`src/pkg/tmo_regs.svh`:
```
// register offsets, field positions, reset values and codes of the timer output block
`ifndef TMO_REGS_SVH
`define TMO_REGS_SVH

`define TMO_PRM_ADDR        16'hFFBB
`define TMO_TOC_ADDR        16'hFFBD
`define TMO_PRM_RESET       8'h00
`define TMO_TOC_RESET       8'h00

`define TMO_TOC_OS_TRIG     6
`define TMO_TOC_OS_SEL      5
`define TMO_TOC_INV2_EN     4
`define TMO_TOC_LVL_SET     3
`define TMO_TOC_LVL_RST     2
`define TMO_TOC_INV1_EN     1
`define TMO_TOC_OUT_EN      0

`define TMO_PRM_ES2_HI      7
`define TMO_PRM_ES2_LO      6
`define TMO_PRM_ES1_HI      5
`define TMO_PRM_ES1_LO      4
`define TMO_PRM_CS_HI       2
`define TMO_PRM_CS_LO       0

`define TMO_EDGE_FALL       2'h0
`define TMO_EDGE_RISE       2'h1
`define TMO_EDGE_BOTH       2'h3

`define TMO_CS_PCLK         3'h0
`define TMO_CS_DIV2         3'h1
`define TMO_CS_DIV4         3'h2
`define TMO_CS_DIV16        3'h3
`define TMO_CS_DIV256       3'h4
`define TMO_CS_SUB          3'h5
`define TMO_CS_EDGE1        3'h6
`define TMO_CS_AUX          3'h7

`define TMO_MODE_STOP       2'h0
`define TMO_MODE_FREE       2'h1
`define TMO_MODE_EDGE_CLR   2'h2
`define TMO_MODE_MATCH_CLR  2'h3

`endif
```
`src/pkg/tmo_pkg.sv`:
```
// types shared by the timer output and prescaler block
package tmo_pkg;
   typedef logic [1:0]  tmo_mode_t;
   typedef logic [1:0]  tmo_edge_t;
   typedef logic [2:0]  tmo_clksel_t;
   typedef logic [15:0] tmo_count_t;
endpackage

```
`src/logic/tmo_edge_det.sv`:
```
// pin synchroniser and valid-edge detector with first-enable rising-edge behaviour
`timescale 1ns/10ps
`include "tmo_regs.svh"
module tmo_edge_det
   import tmo_pkg::*;
(
   input  wire logic      clk,
   input  wire logic      rst_b,
   input  wire logic      pin,
   input  wire logic      enable,
   input  wire tmo_edge_t edge_sel,
   output logic           edge_pulse
);
   logic sync1_ff;
   logic sync2_ff;
   logic prev_ff;
   logic started_ff;
   logic pulse_ff;
   wire  rise_seen;
   wire  fall_seen;
   wire  hit;

   assign rise_seen = sync2_ff & ~prev_ff;
   assign fall_seen = ~sync2_ff & prev_ff;
   assign hit = (edge_sel == `TMO_EDGE_FALL) ? fall_seen :
                (edge_sel == `TMO_EDGE_RISE) ? rise_seen :
                (edge_sel == `TMO_EDGE_BOTH) ? (rise_seen | fall_seen) : 1'b0;

   always_ff @(posedge clk or negedge rst_b) begin
      if (!rst_b) begin
         sync1_ff <= 1'b0;
         sync2_ff <= 1'b0;
      end else begin
         sync1_ff <= pin;
         sync2_ff <= sync1_ff;
      end
   end

   // prev holds low until the first enable, so a high pin then looks like a rising edge;
   // afterwards it tracks the pin even while stopped, so a restart sees no edge
   always_ff @(posedge clk or negedge rst_b) begin
      if (!rst_b) begin
         started_ff <= 1'b0;
         prev_ff    <= 1'b0;
      end else begin
         started_ff <= started_ff | enable;
         if (started_ff | enable) begin
            prev_ff <= sync2_ff;
         end
      end
   end

   always_ff @(posedge clk or negedge rst_b) begin
      if (!rst_b) begin
         pulse_ff <= 1'b0;
      end else begin
         pulse_ff <= enable & hit;
      end
   end

   assign edge_pulse = pulse_ff;
endmodule

```
`src/logic/tmo_top.sv`:
```
// timer output control, prescaler, edge selection and counter of the 16-bit timer
`timescale 1ns/10ps
`include "tmo_regs.svh"
module tmo_top
   import tmo_pkg::*;
(
   input  wire logic        clk,
   input  wire logic        rst_b,
   input  wire logic [15:0] reg_addr,
   input  wire logic        reg_wr,
   input  wire logic        reg_rd,
   input  wire logic [7:0]  reg_wdata,
   output logic      [7:0]  reg_rdata,
   input  wire tmo_mode_t   mode_field,
   input  wire tmo_count_t  first_capcomp_reg,
   input  wire tmo_count_t  second_capcomp_reg,
   input  wire logic        first_timer_input,
   input  wire logic        second_timer_input,
   input  wire logic        sub_clk_in,
   input  wire logic        aux_8bit_timer,
   output tmo_count_t       main_counter,
   output logic             first_match_irq,
   output logic             second_match_irq,
   output logic             first_edge_event,
   output logic             second_edge_event,
   output logic             timer_output
);
   // stored register bits
   logic        oneshot_select_ff;
   logic        second_match_invert_en_ff;
   logic        first_match_invert_en_ff;
   logic        output_enable_ff;
   tmo_edge_t   second_edge_sel_ff;
   tmo_edge_t   first_edge_sel_ff;
   tmo_clksel_t clk_sel_ff;
   logic [7:0]  rdata_ff;

   // counter, prescaler and output state
   tmo_count_t  cnt_ff;
   tmo_count_t  nxt_cnt;
   logic [7:0]  pre_ff;
   logic        aux_prev_ff;
   logic        first_match_ff;
   logic        second_match_ff;
   logic        out_ff;
   logic        nxt_out;
   logic        armed_ff;
   logic        nxt_armed;

   // decode
   wire         running;
   wire         sel_prm;
   wire         sel_toc;
   wire         wr_prm;
   wire         wr_toc;
   wire         sw_trigger;
   wire         lvl_set;
   wire         lvl_rst;
   wire         first_edge;
   wire         second_edge;
   wire         sub_edge;
   wire         aux_rise;
   wire         count_tick;
   wire         at_first;
   wire         at_second;
   wire         hit_first;
   wire         hit_second;
   wire         oneshot_on;
   wire         edge_restart;
   wire         inv_first;
   wire         inv_second;
   wire         toggle;
   wire [7:0]   toc_read;
   wire [7:0]   prm_read;

   assign running = (mode_field != `TMO_MODE_STOP);
   assign sel_prm = (reg_addr == `TMO_PRM_ADDR);
   assign sel_toc = (reg_addr == `TMO_TOC_ADDR);
   assign wr_prm  = reg_wr & sel_prm;
   assign wr_toc  = reg_wr & sel_toc;

   // trigger bits act on the write itself and are never stored
   assign sw_trigger = wr_toc & reg_wdata[`TMO_TOC_OS_TRIG] & running;
   assign lvl_set    = wr_toc & reg_wdata[`TMO_TOC_LVL_SET]
                       & ~reg_wdata[`TMO_TOC_LVL_RST];
   assign lvl_rst    = wr_toc & reg_wdata[`TMO_TOC_LVL_RST]
                       & ~reg_wdata[`TMO_TOC_LVL_SET];

   tmo_edge_det u_first_edge (
      .clk        (clk),
      .rst_b      (rst_b),
      .pin        (first_timer_input),
      .enable     (running),
      .edge_sel   (first_edge_sel_ff),
      .edge_pulse (first_edge)
   );

   tmo_edge_det u_second_edge (
      .clk        (clk),
      .rst_b      (rst_b),
      .pin        (second_timer_input),
      .enable     (running),
      .edge_sel   (second_edge_sel_ff),
      .edge_pulse (second_edge)
   );

   // the subsystem clock is slow against clk, so each of its rising edges is one tick
   tmo_edge_det u_sub_edge (
      .clk        (clk),
      .rst_b      (rst_b),
      .pin        (sub_clk_in),
      .enable     (running),
      .edge_sel   (`TMO_EDGE_RISE),
      .edge_pulse (sub_edge)
   );

   assign aux_rise = aux_8bit_timer & ~aux_prev_ff;

   // count clock is gated off entirely while stopped
   assign count_tick = ~running ? 1'b0 :
                       (clk_sel_ff == `TMO_CS_PCLK)   ? 1'b1 :
                       (clk_sel_ff == `TMO_CS_DIV2)   ? (pre_ff[0] == 1'b1) :
                       (clk_sel_ff == `TMO_CS_DIV4)   ? (pre_ff[1:0] == 2'h3) :
                       (clk_sel_ff == `TMO_CS_DIV16)  ? (pre_ff[3:0] == 4'hF) :
                       (clk_sel_ff == `TMO_CS_DIV256) ? (pre_ff == 8'hFF) :
                       (clk_sel_ff == `TMO_CS_SUB)    ? sub_edge :
                       (clk_sel_ff == `TMO_CS_EDGE1)  ? first_edge :
                       aux_rise;

   assign at_first   = (cnt_ff == first_capcomp_reg);
   assign at_second  = (cnt_ff == second_capcomp_reg);
   assign hit_first  = count_tick & at_first;
   assign hit_second = count_tick & at_second;

   // one-shot is ignored in match-clear mode
   assign oneshot_on = oneshot_select_ff & ((mode_field == `TMO_MODE_FREE) |
                       (mode_field == `TMO_MODE_EDGE_CLR));
   assign edge_restart = (mode_field == `TMO_MODE_EDGE_CLR) & first_edge
                         & (clk_sel_ff != `TMO_CS_EDGE1);

   assign inv_first  = hit_first & first_match_invert_en_ff
                       & (~oneshot_on | armed_ff);
   assign inv_second = hit_second & second_match_invert_en_ff
                       & (~oneshot_on | armed_ff);
   assign toggle     = inv_first | inv_second;

   always_comb begin
      nxt_cnt = cnt_ff;
      if (!running) begin
         nxt_cnt = 16'h0000;
      end else if (sw_trigger | edge_restart) begin
         nxt_cnt = 16'h0000;
      end else if (count_tick) begin
         if ((mode_field == `TMO_MODE_MATCH_CLR) & at_first) begin
            nxt_cnt = 16'h0000;
         end else begin
            nxt_cnt = cnt_ff + 16'h0001;
         end
      end
   end

   always_comb begin
      nxt_armed = armed_ff;
      if (!oneshot_on) begin
         nxt_armed = 1'b0;
      end else if (sw_trigger | edge_restart) begin
         nxt_armed = 1'b1;
      end else if (inv_first) begin
         nxt_armed = 1'b0;
      end
   end

   always_comb begin
      nxt_out = out_ff;
      if (!output_enable_ff) begin
         nxt_out = 1'b0;
      end else if (lvl_set) begin
         nxt_out = 1'b1;
      end else if (lvl_rst) begin
         nxt_out = 1'b0;
      end else if (toggle) begin
         nxt_out = ~out_ff;
      end
   end

   // a software clear of a level bit does nothing: only a written one reaches nxt_out
   assign toc_read = {2'b00, oneshot_select_ff, second_match_invert_en_ff,
                      2'b00, first_match_invert_en_ff, output_enable_ff};
   assign prm_read = {second_edge_sel_ff, first_edge_sel_ff, 1'b0, clk_sel_ff};

   always_ff @(posedge clk or negedge rst_b) begin
      if (!rst_b) begin
         oneshot_select_ff         <= 1'b0;
         second_match_invert_en_ff <= 1'b0;
         first_match_invert_en_ff  <= 1'b0;
         output_enable_ff          <= 1'b0;
      end else if (wr_toc) begin
         oneshot_select_ff         <= reg_wdata[`TMO_TOC_OS_SEL];
         second_match_invert_en_ff <= reg_wdata[`TMO_TOC_INV2_EN];
         first_match_invert_en_ff  <= reg_wdata[`TMO_TOC_INV1_EN];
         output_enable_ff          <= reg_wdata[`TMO_TOC_OUT_EN];
      end
   end

   always_ff @(posedge clk or negedge rst_b) begin
      if (!rst_b) begin
         second_edge_sel_ff <= `TMO_EDGE_FALL;
         first_edge_sel_ff  <= `TMO_EDGE_FALL;
         clk_sel_ff         <= `TMO_CS_PCLK;
      end else if (wr_prm) begin
         second_edge_sel_ff <= reg_wdata[`TMO_PRM_ES2_HI:`TMO_PRM_ES2_LO];
         first_edge_sel_ff  <= reg_wdata[`TMO_PRM_ES1_HI:`TMO_PRM_ES1_LO];
         clk_sel_ff         <= reg_wdata[`TMO_PRM_CS_HI:`TMO_PRM_CS_LO];
      end
   end

   always_ff @(posedge clk or negedge rst_b) begin
      if (!rst_b) begin
         rdata_ff <= 8'h00;
      end else if (reg_rd) begin
         rdata_ff <= sel_toc ? toc_read : (sel_prm ? prm_read : 8'h00);
      end
   end

   // prescaler runs freely; dividers tap it so a restart does not re-phase them
   always_ff @(posedge clk or negedge rst_b) begin
      if (!rst_b) begin
         pre_ff      <= 8'h00;
         aux_prev_ff <= 1'b0;
      end else begin
         pre_ff      <= pre_ff + 8'h01;
         aux_prev_ff <= aux_8bit_timer;
      end
   end

   always_ff @(posedge clk or negedge rst_b) begin
      if (!rst_b) begin
         cnt_ff   <= 16'h0000;
         armed_ff <= 1'b0;
         out_ff   <= 1'b0;
      end else begin
         cnt_ff   <= nxt_cnt;
         armed_ff <= nxt_armed;
         out_ff   <= nxt_out;
      end
   end

   // match interrupts are raised whatever the inversion enables say
   always_ff @(posedge clk or negedge rst_b) begin
      if (!rst_b) begin
         first_match_ff  <= 1'b0;
         second_match_ff <= 1'b0;
      end else begin
         first_match_ff  <= hit_first;
         second_match_ff <= hit_second;
      end
   end

   assign reg_rdata         = rdata_ff;
   assign main_counter      = cnt_ff;
   assign first_match_irq   = first_match_ff;
   assign second_match_irq  = second_match_ff;
   assign first_edge_event  = first_edge;
   assign second_edge_event = second_edge;
   assign timer_output      = out_ff;
endmodule

```
`config.mk`:
```
export PLATFORM = sky130hd
export DESIGN_NAME = tmo_top
export DESIGN_NICKNAME = d
export VERILOG_FILES = /design/src/pkg/tmo_pkg.sv /design/src/logic/tmo_edge_det.sv /design/src/logic/tmo_top.sv
export VERILOG_INCLUDE_DIRS = /design/src /design/src/pkg
export SDC_FILE = /design/constraint.sdc
export NUM_CORES = 1
export LEC_CHECK = 0
export CAP_MARGIN = 10
export CORE_MARGIN = 2
export CORE_UTILIZATION = 35
export CTS_CLUSTER_SIZE = 24
export DETAILED_ROUTE_END_ITERATION = 16
export DONT_BUFFER_PORTS = 1
export PLACE_DENSITY = 0.57
export RECOVER_POWER = 100
export REMOVE_ABC_BUFFERS = 1
export SKIP_LAST_GASP = 1
export SYNTH_ARGS = -nofsm -noshare
export SYNTH_HDL_FRONTEND = slang
export SYNTH_SLANG_ARGS = --single-unit
```
`constraint.sdc`:
```
create_clock -name clk -period 4.84 [get_ports clk]
set_input_delay 0.968 -clock clk [delete_from_list [all_inputs] [get_ports clk]]
set_output_delay 0.968 -clock clk [all_outputs]
set_load 0.01 [all_outputs]
```
==> results of run 1 <==
==> cell families after synthesis <==
logic type,Yosys count,share of synthesized area [%]
XOR/XNOR,39,10.7
flip-flops,62,44.4
AO/OA/AOI/OAI,62,12.0
AND/OR/NAND/NOR,120,19.2
adder cells (fa/ha/maj),9,3.22
multiplexers,16,5.02
buffers and inverters,33,5.27
other,1,0.107
==> critical path: stages, from the launching register on <==
cell	delay, ns
dfrtp_1	0.41
ha_1	0.26
inv_1	0.08
o21ai_0	0.17
a21oi_1	0.12
a211oi_1	1.40
a21oi_1	0.22
a311oi_1	0.31
==> cell type report <==
class	instances	area, um^2
inverters	15	56.3
clock inverters	5	33.8
well taps	133	166
clock buffers	11	151
multi-input cells	247	1730
repair buffers	1	7.51
fillers	990	6030
flip-flops and latches	62	1550
==> cell usage in the layout (no fill, tap or decap), types with 3 or more instances in the layout <==
cell type | synthesis | routed
and3_1 | 4 | 4
nor3b_1 | 4 | 5
a22oi_1 | 5 | 5
xor2_1 | 17 | 17
a21oi_1 | 13 | 13
inv_1 | 15 | 15
nor3_1 | 7 | 7
nand4_1 | 10 | 10
a32o_1 | 6 | 6
nor2_1 | 20 | 20
dfrtp_1 | 62 | 62
a31oi_1 | 3 | 3
mux2i_1 | 4 | 4
nand2_1 | 29 | 29
ha_1 | 9 | 9
clkbuf_8 | 0 | 11
nand3_1 | 10 | 10
xnor2_1 | 19 | 19
mux2_2 | 10 | 10
a31o_1 | 2 | 3
o21ai_1 | 10 | 7
nor4_1 | 9 | 11
nand4b_1 | 4 | 4
o21ai_0 | 8 | 11
nand2b_1 | 7 | 7
==> worst max-delay path by stage <==
stage                                     from                      endpoint  slack [ns]  cells past startpoint
after floorplan                  mode_field[0]  main_counter[10]$_DFFE_PN0P_        2.22                      6
after global placement    first_capcomp_reg[0]   main_counter[8]$_DFFE_PN0P_        2.16                      6
after detailed placement  first_capcomp_reg[0]   main_counter[8]$_DFFE_PN0P_        2.08                      6
after CTS                  pre_ff[0]$_DFF_PN0_   main_counter[8]$_DFFE_PN0P_        2.39                      7
after global routing       pre_ff[0]$_DFF_PN0_   main_counter[8]$_DFFE_PN0P_        1.57                      7
final                      pre_ff[0]$_DFF_PN0_   main_counter[8]$_DFFE_PN0P_        1.76                      7
==> where the power goes <==
part / leakage [nW] / switching, mW / internal [mW]
combinational: 0.657 / 0.0396 / 0.0454
clock: 0.0913 / 0.210 / 0.213
sequential: 0.800 / 0.0409 / 0.536
total: 1.55 / 0.291 / 0.794
==> stage by stage <==
step	setup WS, ns	cells
after CTS	2.39	474
after detailed placement	2.08	458
after global routing	1.57	474
final	1.76	474
after floorplan	2.22	324
after global placement	2.16	458
==> layer usage <==
layer  wire length, um  part of all wire (%)  vias to the layer above
li1                  -                     -                     1204
met1              3440                    43                     1255
met2              3770                    47                      120
met3               710                   8.9                        7
met4                80                   1.0                        0
met5                 0                     0                        -
==> sequential cells by signal, summed over array words and instances, names as in the netlist, 2 cells and up <==
signal,count
first_edge_sel_ff,2
main_counter,16
clk_sel_ff,3
second_edge_sel_ff,2
reg_rdata,7
pre_ff,8
==> metrics, run 1 <==
initial antenna violation count 0; GP Congestion 0.796; Worst EP arrival 3.31 ns; Synth Flop Type dfrtp_1; r2r startpoint pre_ff[0]$_DFF_PN0_; Clock Skews 0.00707 ns; H-tree depth 3; GR peak layer met2; Clock transition at path regs 0.07 ns; die height 104 um; chip width 104 um; Worst-Skew Late Latency 0.34 ns; register area share after synthesis 44.4%; met3 Resource Use GR 5.64%; max_cap viols 1; Post-DP Area 3540 um^2; Slew Limit Fails 16; # Post-CTS Setup Buffers 0; CTS buffer count 9; Synth Warn # 0; Total Routing Usage GR 15.4%; Worst Path Required 5.07 ns; vias in the first global route 2579; routed len/inst 16.9 um; commonest cells in the netlist dfrtp_1, nand2_1, nor2_1; Clock Path Buffers 2; TritonCTS Sinks 62; startpoint types register; grt met1 use 19.5%; Worst setup EP type register; fin util 38.0%; layout cells sized above 1 9.97%; 1st-iter DRT viols 125; Worst slew margin -18.9%; global-route wire length before repair 13200 um; final worst-path cycle share 63.6%; Hold Buf Count CTS 0; outcome complete, but fails checks; Initial Utilization 35.9%; vias per std cell 5.46; Final Cell Area 3700 um^2; Routed Antenna Nets 0; router iterations before antenna repair 4; Yosys reg bits 62; post-synth top area cell dfrtp_1; fmax 0.325 GHz; worst-path fanout max 15; Total Wirelength 8000 um; largest net degree at the start of global routing 63; Rows 36; RR Endpoint main_counter[8]$_DFFE_PN0P_; share of the synthesized area in the top cell type 44.4%; Post-CTS Resized 0; vias 2586; port bufs 0; Final Power 1.09 mW; DRC violations left 0; Diodes inserted 0; Root Buffer clkbuf_8; worst ir drop on vdd 0.174 mV; Post-synth EDFFs 0; cell area power density 293 nW/um^2; Post-DP HPWL 5870 um; Mapped Area 3490 um^2; Slew @ Worst Pin 1.77 ns; Fin Setup TNS 0 ns; met2 Use GR 24.9%; failing checks max-capacitance violations, max-slew violations; Min Hold Slack 0.323 ns; Avg Cell Area, Syn 10.2 um^2; Final #Nets 411; die area 10800 um^2; area grow syn2layout 5.98%; reg2reg setup slack 1.76 ns; Netlist cell types 55; worst reg2reg path depth 7; Leakage 1.55 nW; top-count cell post-synth dfrtp_1; TritonCTS clock tree built; RSZ-0062 raised after global routing no; Synth async-reset ratio 100%; cells after synthesis 342; WS Path Type register to register; core area 9730 um^2; Final Critical Period 3.08 ns; GRT overflow 0; Top Ports 95; final setup fails 0; Final Hold Fails 0; Worst Hold Class primary input to async pin; synth top area cells dfrtp_1, xnor2_1, xor2_1
Note: power is estimated with default switching activity, not from simulation.
==> inputs of run 2 (changes only) <==
ABC_AREA = 1   (was not set)
clock period = 3.15 ns   (was 4.84 ns; I/O delays follow)
==> run 2 against run 1 <==
Compared with the run above: the flow still finishes with violations (max-capacitance violations, max-slew violations); combinational power up 84%; final cell count rose by 19%; via count increased by 5.6%; non-clock buffer count did not move; total power is 74% higher; synthesized area increased by 1.3%; critical path depth is 3 higher; register-to-register slack lost 0.83 ns; largest power group unchanged.
==> metrics, run 2 <==
Initial Utilization 36.2%; Leakage 1.75 nW; worst slack at placement 0.904 ns; vias per std cell 4.83; CTS buffer count 9; Post-synth EDFFs 0; share of the synthesized area in the top cell type 43.9%; 1st-iter DRT viols 98; worst reg2reg path depth 10; GRT overflow 0; Fin Setup TNS 0 ns; Yosys reg bits 62; post-synth top area cell dfrtp_1; final worst-path cycle share 70.3%; P_int 1.43 mW; Worst setup EP type register; Root Buffer clkbuf_8; Clock Path Buffers 2; Diodes inserted 0; cells after synthesis 420; H-tree depth 3; Final Hold Fails 0; Rows 36; register area share after synthesis 43.9%; Worst-Skew Late Latency 0.34 ns; RR Endpoint main_counter[5]$_DFFE_PN0P_; initial antenna violation count 0; Reg area 1550 um^2; commonest cells in the netlist nand2_1, dfrtp_1, inv_1; Routed Antenna Nets 0; Avg Cell Area, Syn 8.42 um^2; Synth async-reset ratio 100%; most common cell after layout, fill and taps aside nand2_1; TritonCTS clock tree built; Sw Ratio 24.3%; worst path cell trace ha_1 > nand2_1 > nor2_1 > nand3_1 > nand3_1 > nand2_1 > a21oi_1 > nor3_1 > inv_1 > o21ai_0; Total Wirelength 7690 um; largest net degree at the start of global routing 63; r2r startpoint pre_ff[0]$_DFF_PN0_; Comb pwr share 8.2%; area of the multi-input gates 1660 um^2; Slew Limit Fails 63; router iterations before antenna repair 4; vias 2731; core area 9770 um^2; Slowest-stage cell, CP nor3_1; worst setup margin 0.935 ns; worst-path fanout max 13; Worst Hold Class primary input to register; layout cells sized above 1 11.3%; die area 10900 um^2; Mapped Area 3540 um^2; startpoint types register; chip width 105 um; Final #Nets 502; worst-case hold path end point u_second_edge.sync1_ff$_DFF_PN0_; RSZ-0062 raised after global routing no; failing checks max-capacitance violations, max-slew violations; worst ir drop on vdd 0.266 mV; Slew @ Worst Pin 1.56 ns; # fillers 1015; Netlist cell types 41; max reg flops 16; reg2reg setup slack 0.94 ns; routed len/inst 13.6 um; top-count cell post-synth nand2_1; Largest stage delay, worst path 0.41 ns; Top Ports 95; Post-DP HPWL 5870 um; hold depth 0; Clock transition at path regs 0.07 ns; WS Path Type register to register; Seq pwr share 46.0%; switching power total 0.459 mW; Total Routing Usage GR 15.2%; port bufs 0; GP Congestion 0.797; Worst EP arrival 2.47 ns; outcome complete, but fails checks; Synth Warn # 0; Clock Skews 0.0120 ns; Worst Path Required 3.40 ns; fmax 0.452 GHz; cell area power density 489 nW/um^2; area grow syn2layout 9.45%; Worst slew margin -4.18%; commonest non-fill, non-tap cells in the layout nand2_1, dfrtp_1, inv_1; Clock Power Share 45.7%; synth top area cells dfrtp_1, nand2_1, inv_1; Synth Flop Type dfrtp_1; max_cap viols 1; DRC violations left 0; final setup fails 0; die height 105 um; hold_sp second_timer_input; TritonCTS Sinks 62; Final Critical Period 2.21 ns; vias in the first global route 2718; global-route wire length before repair 13200 um
## run 2: cell count changes in the layout (fill, tap and decap cells not counted), moves of 7 or more
| cell | before | now |
|---|---|---|
| nand2_1 | 29 | 87 |
| inv_1 | 15 | 56 |
| o21ai_0 | 11 | 27 |
| nand3_1 | 10 | 24 |
| mux2_2 | 10 | 2 |
| nor4_1 | 11 | 3 |
| o22ai_1 | 0 | 8 |
| nand2b_1 | 7 | 0 |
## run 2: logic make-up (layout without fill, tap and decap cells)
| kind of cell | count (synthesis) | count (layout) | synth area share [%] |
|---|---|---|---|
| adders and majority gates | 9 | 9 | 3.18 |
| buffers and inverters | 68 | 80 | 7.75 |
| other | 1 | 1 | 0.106 |
| DFF | 62 | 62 | 43.9 |
| xor gates and xnor gates | 37 | 37 | 9.16 |
| and+or+nand+nor | 185 | 185 | 25.3 |
| AOI/OAI and AO/OA | 56 | 56 | 10.0 |
| muxes | 2 | 2 | 0.637 |
## run 2: worst max path at each step
stage               slack, ns                         from                           end  depth (start not counted)
floorplan                1.22                mode_field[0]   main_counter[8]$_DFFE_PN0P_                         10
global placement         0.94                mode_field[0]   main_counter[4]$_DFFE_PN0P_                          8
detailed placement       0.90                mode_field[0]   main_counter[5]$_DFFE_PN0P_                          8
CTS                      1.12  main_counter[0]$_DFFE_PN0P_  main_counter[14]$_DFFE_PN0P_                         13
global route             0.60          pre_ff[0]$_DFF_PN0_   main_counter[5]$_DFFE_PN0P_                         10
finish                   0.94          pre_ff[0]$_DFF_PN0_   main_counter[5]$_DFFE_PN0P_                         10
## run 2: what timing repair did
action                                 4_1_cts  5_1_grt
endpoints found under the hold margin       62        0
hold buffers                                 1        0
gates resized for setup                      0        0
setup buffers                                0        0
## run 2: layout make-up
type	instances	area share [%]
clock buffer	10	3.56
sequential	62	40.1
timing repair buffer	1	0.129
clock inverter	6	2.81
inverter	63	6.24
multi-input combinational	290	42.9
tap	133	4.30
## run 2: metrics by stage
stage	hold slack [ns]	utilization [%]	cells	cell area, um^2	power, mW
after detailed placement	0.335	37.5	548	3670	1.03
after floorplan	0.331	-	415	3500	1.00
after global placement	0.333	37.5	548	3670	1.03
after CTS	0.151	40.3	565	3940	1.93
after global routing	0.278	39.6	565	3870	1.98
final	0.307	39.6	565	3870	1.89
## run 2: worst max-delay path, delay by kind of cell, from the launching register on
family | cells | cell delay, ns
AO/OA/AOI/OAI | 2 | 0.35
buffers and inverters | 1 | 0.35
flip-flops | 1 | 0.39
adder cells (fa/ha/maj) | 1 | 0.26
AND/OR/NAND/NOR | 6 | 0.76
## run 2: power by group through the flow
stage / Sequential (mW) / Clock [mW] / Combinational (mW)
finish: 0.871 / 0.865 / 0.156
global placement: 0.887 / 0 / 0.142
CTS: 0.872 / 0.887 / 0.166
floorplan: 0.876 / 0 / 0.124
detailed placement: 0.887 / 0 / 0.145
global route: 0.876 / 0.923 / 0.184
## run 2: metal layers
metal	vias to the layer above	share of wire, %	GRT usage (%)
li1	1365	-	-
met2	63	48	23.9
met5	-	0	0
met1	1292	45	20.2
met4	0	1.9	6.37
met3	11	4.9	3.63
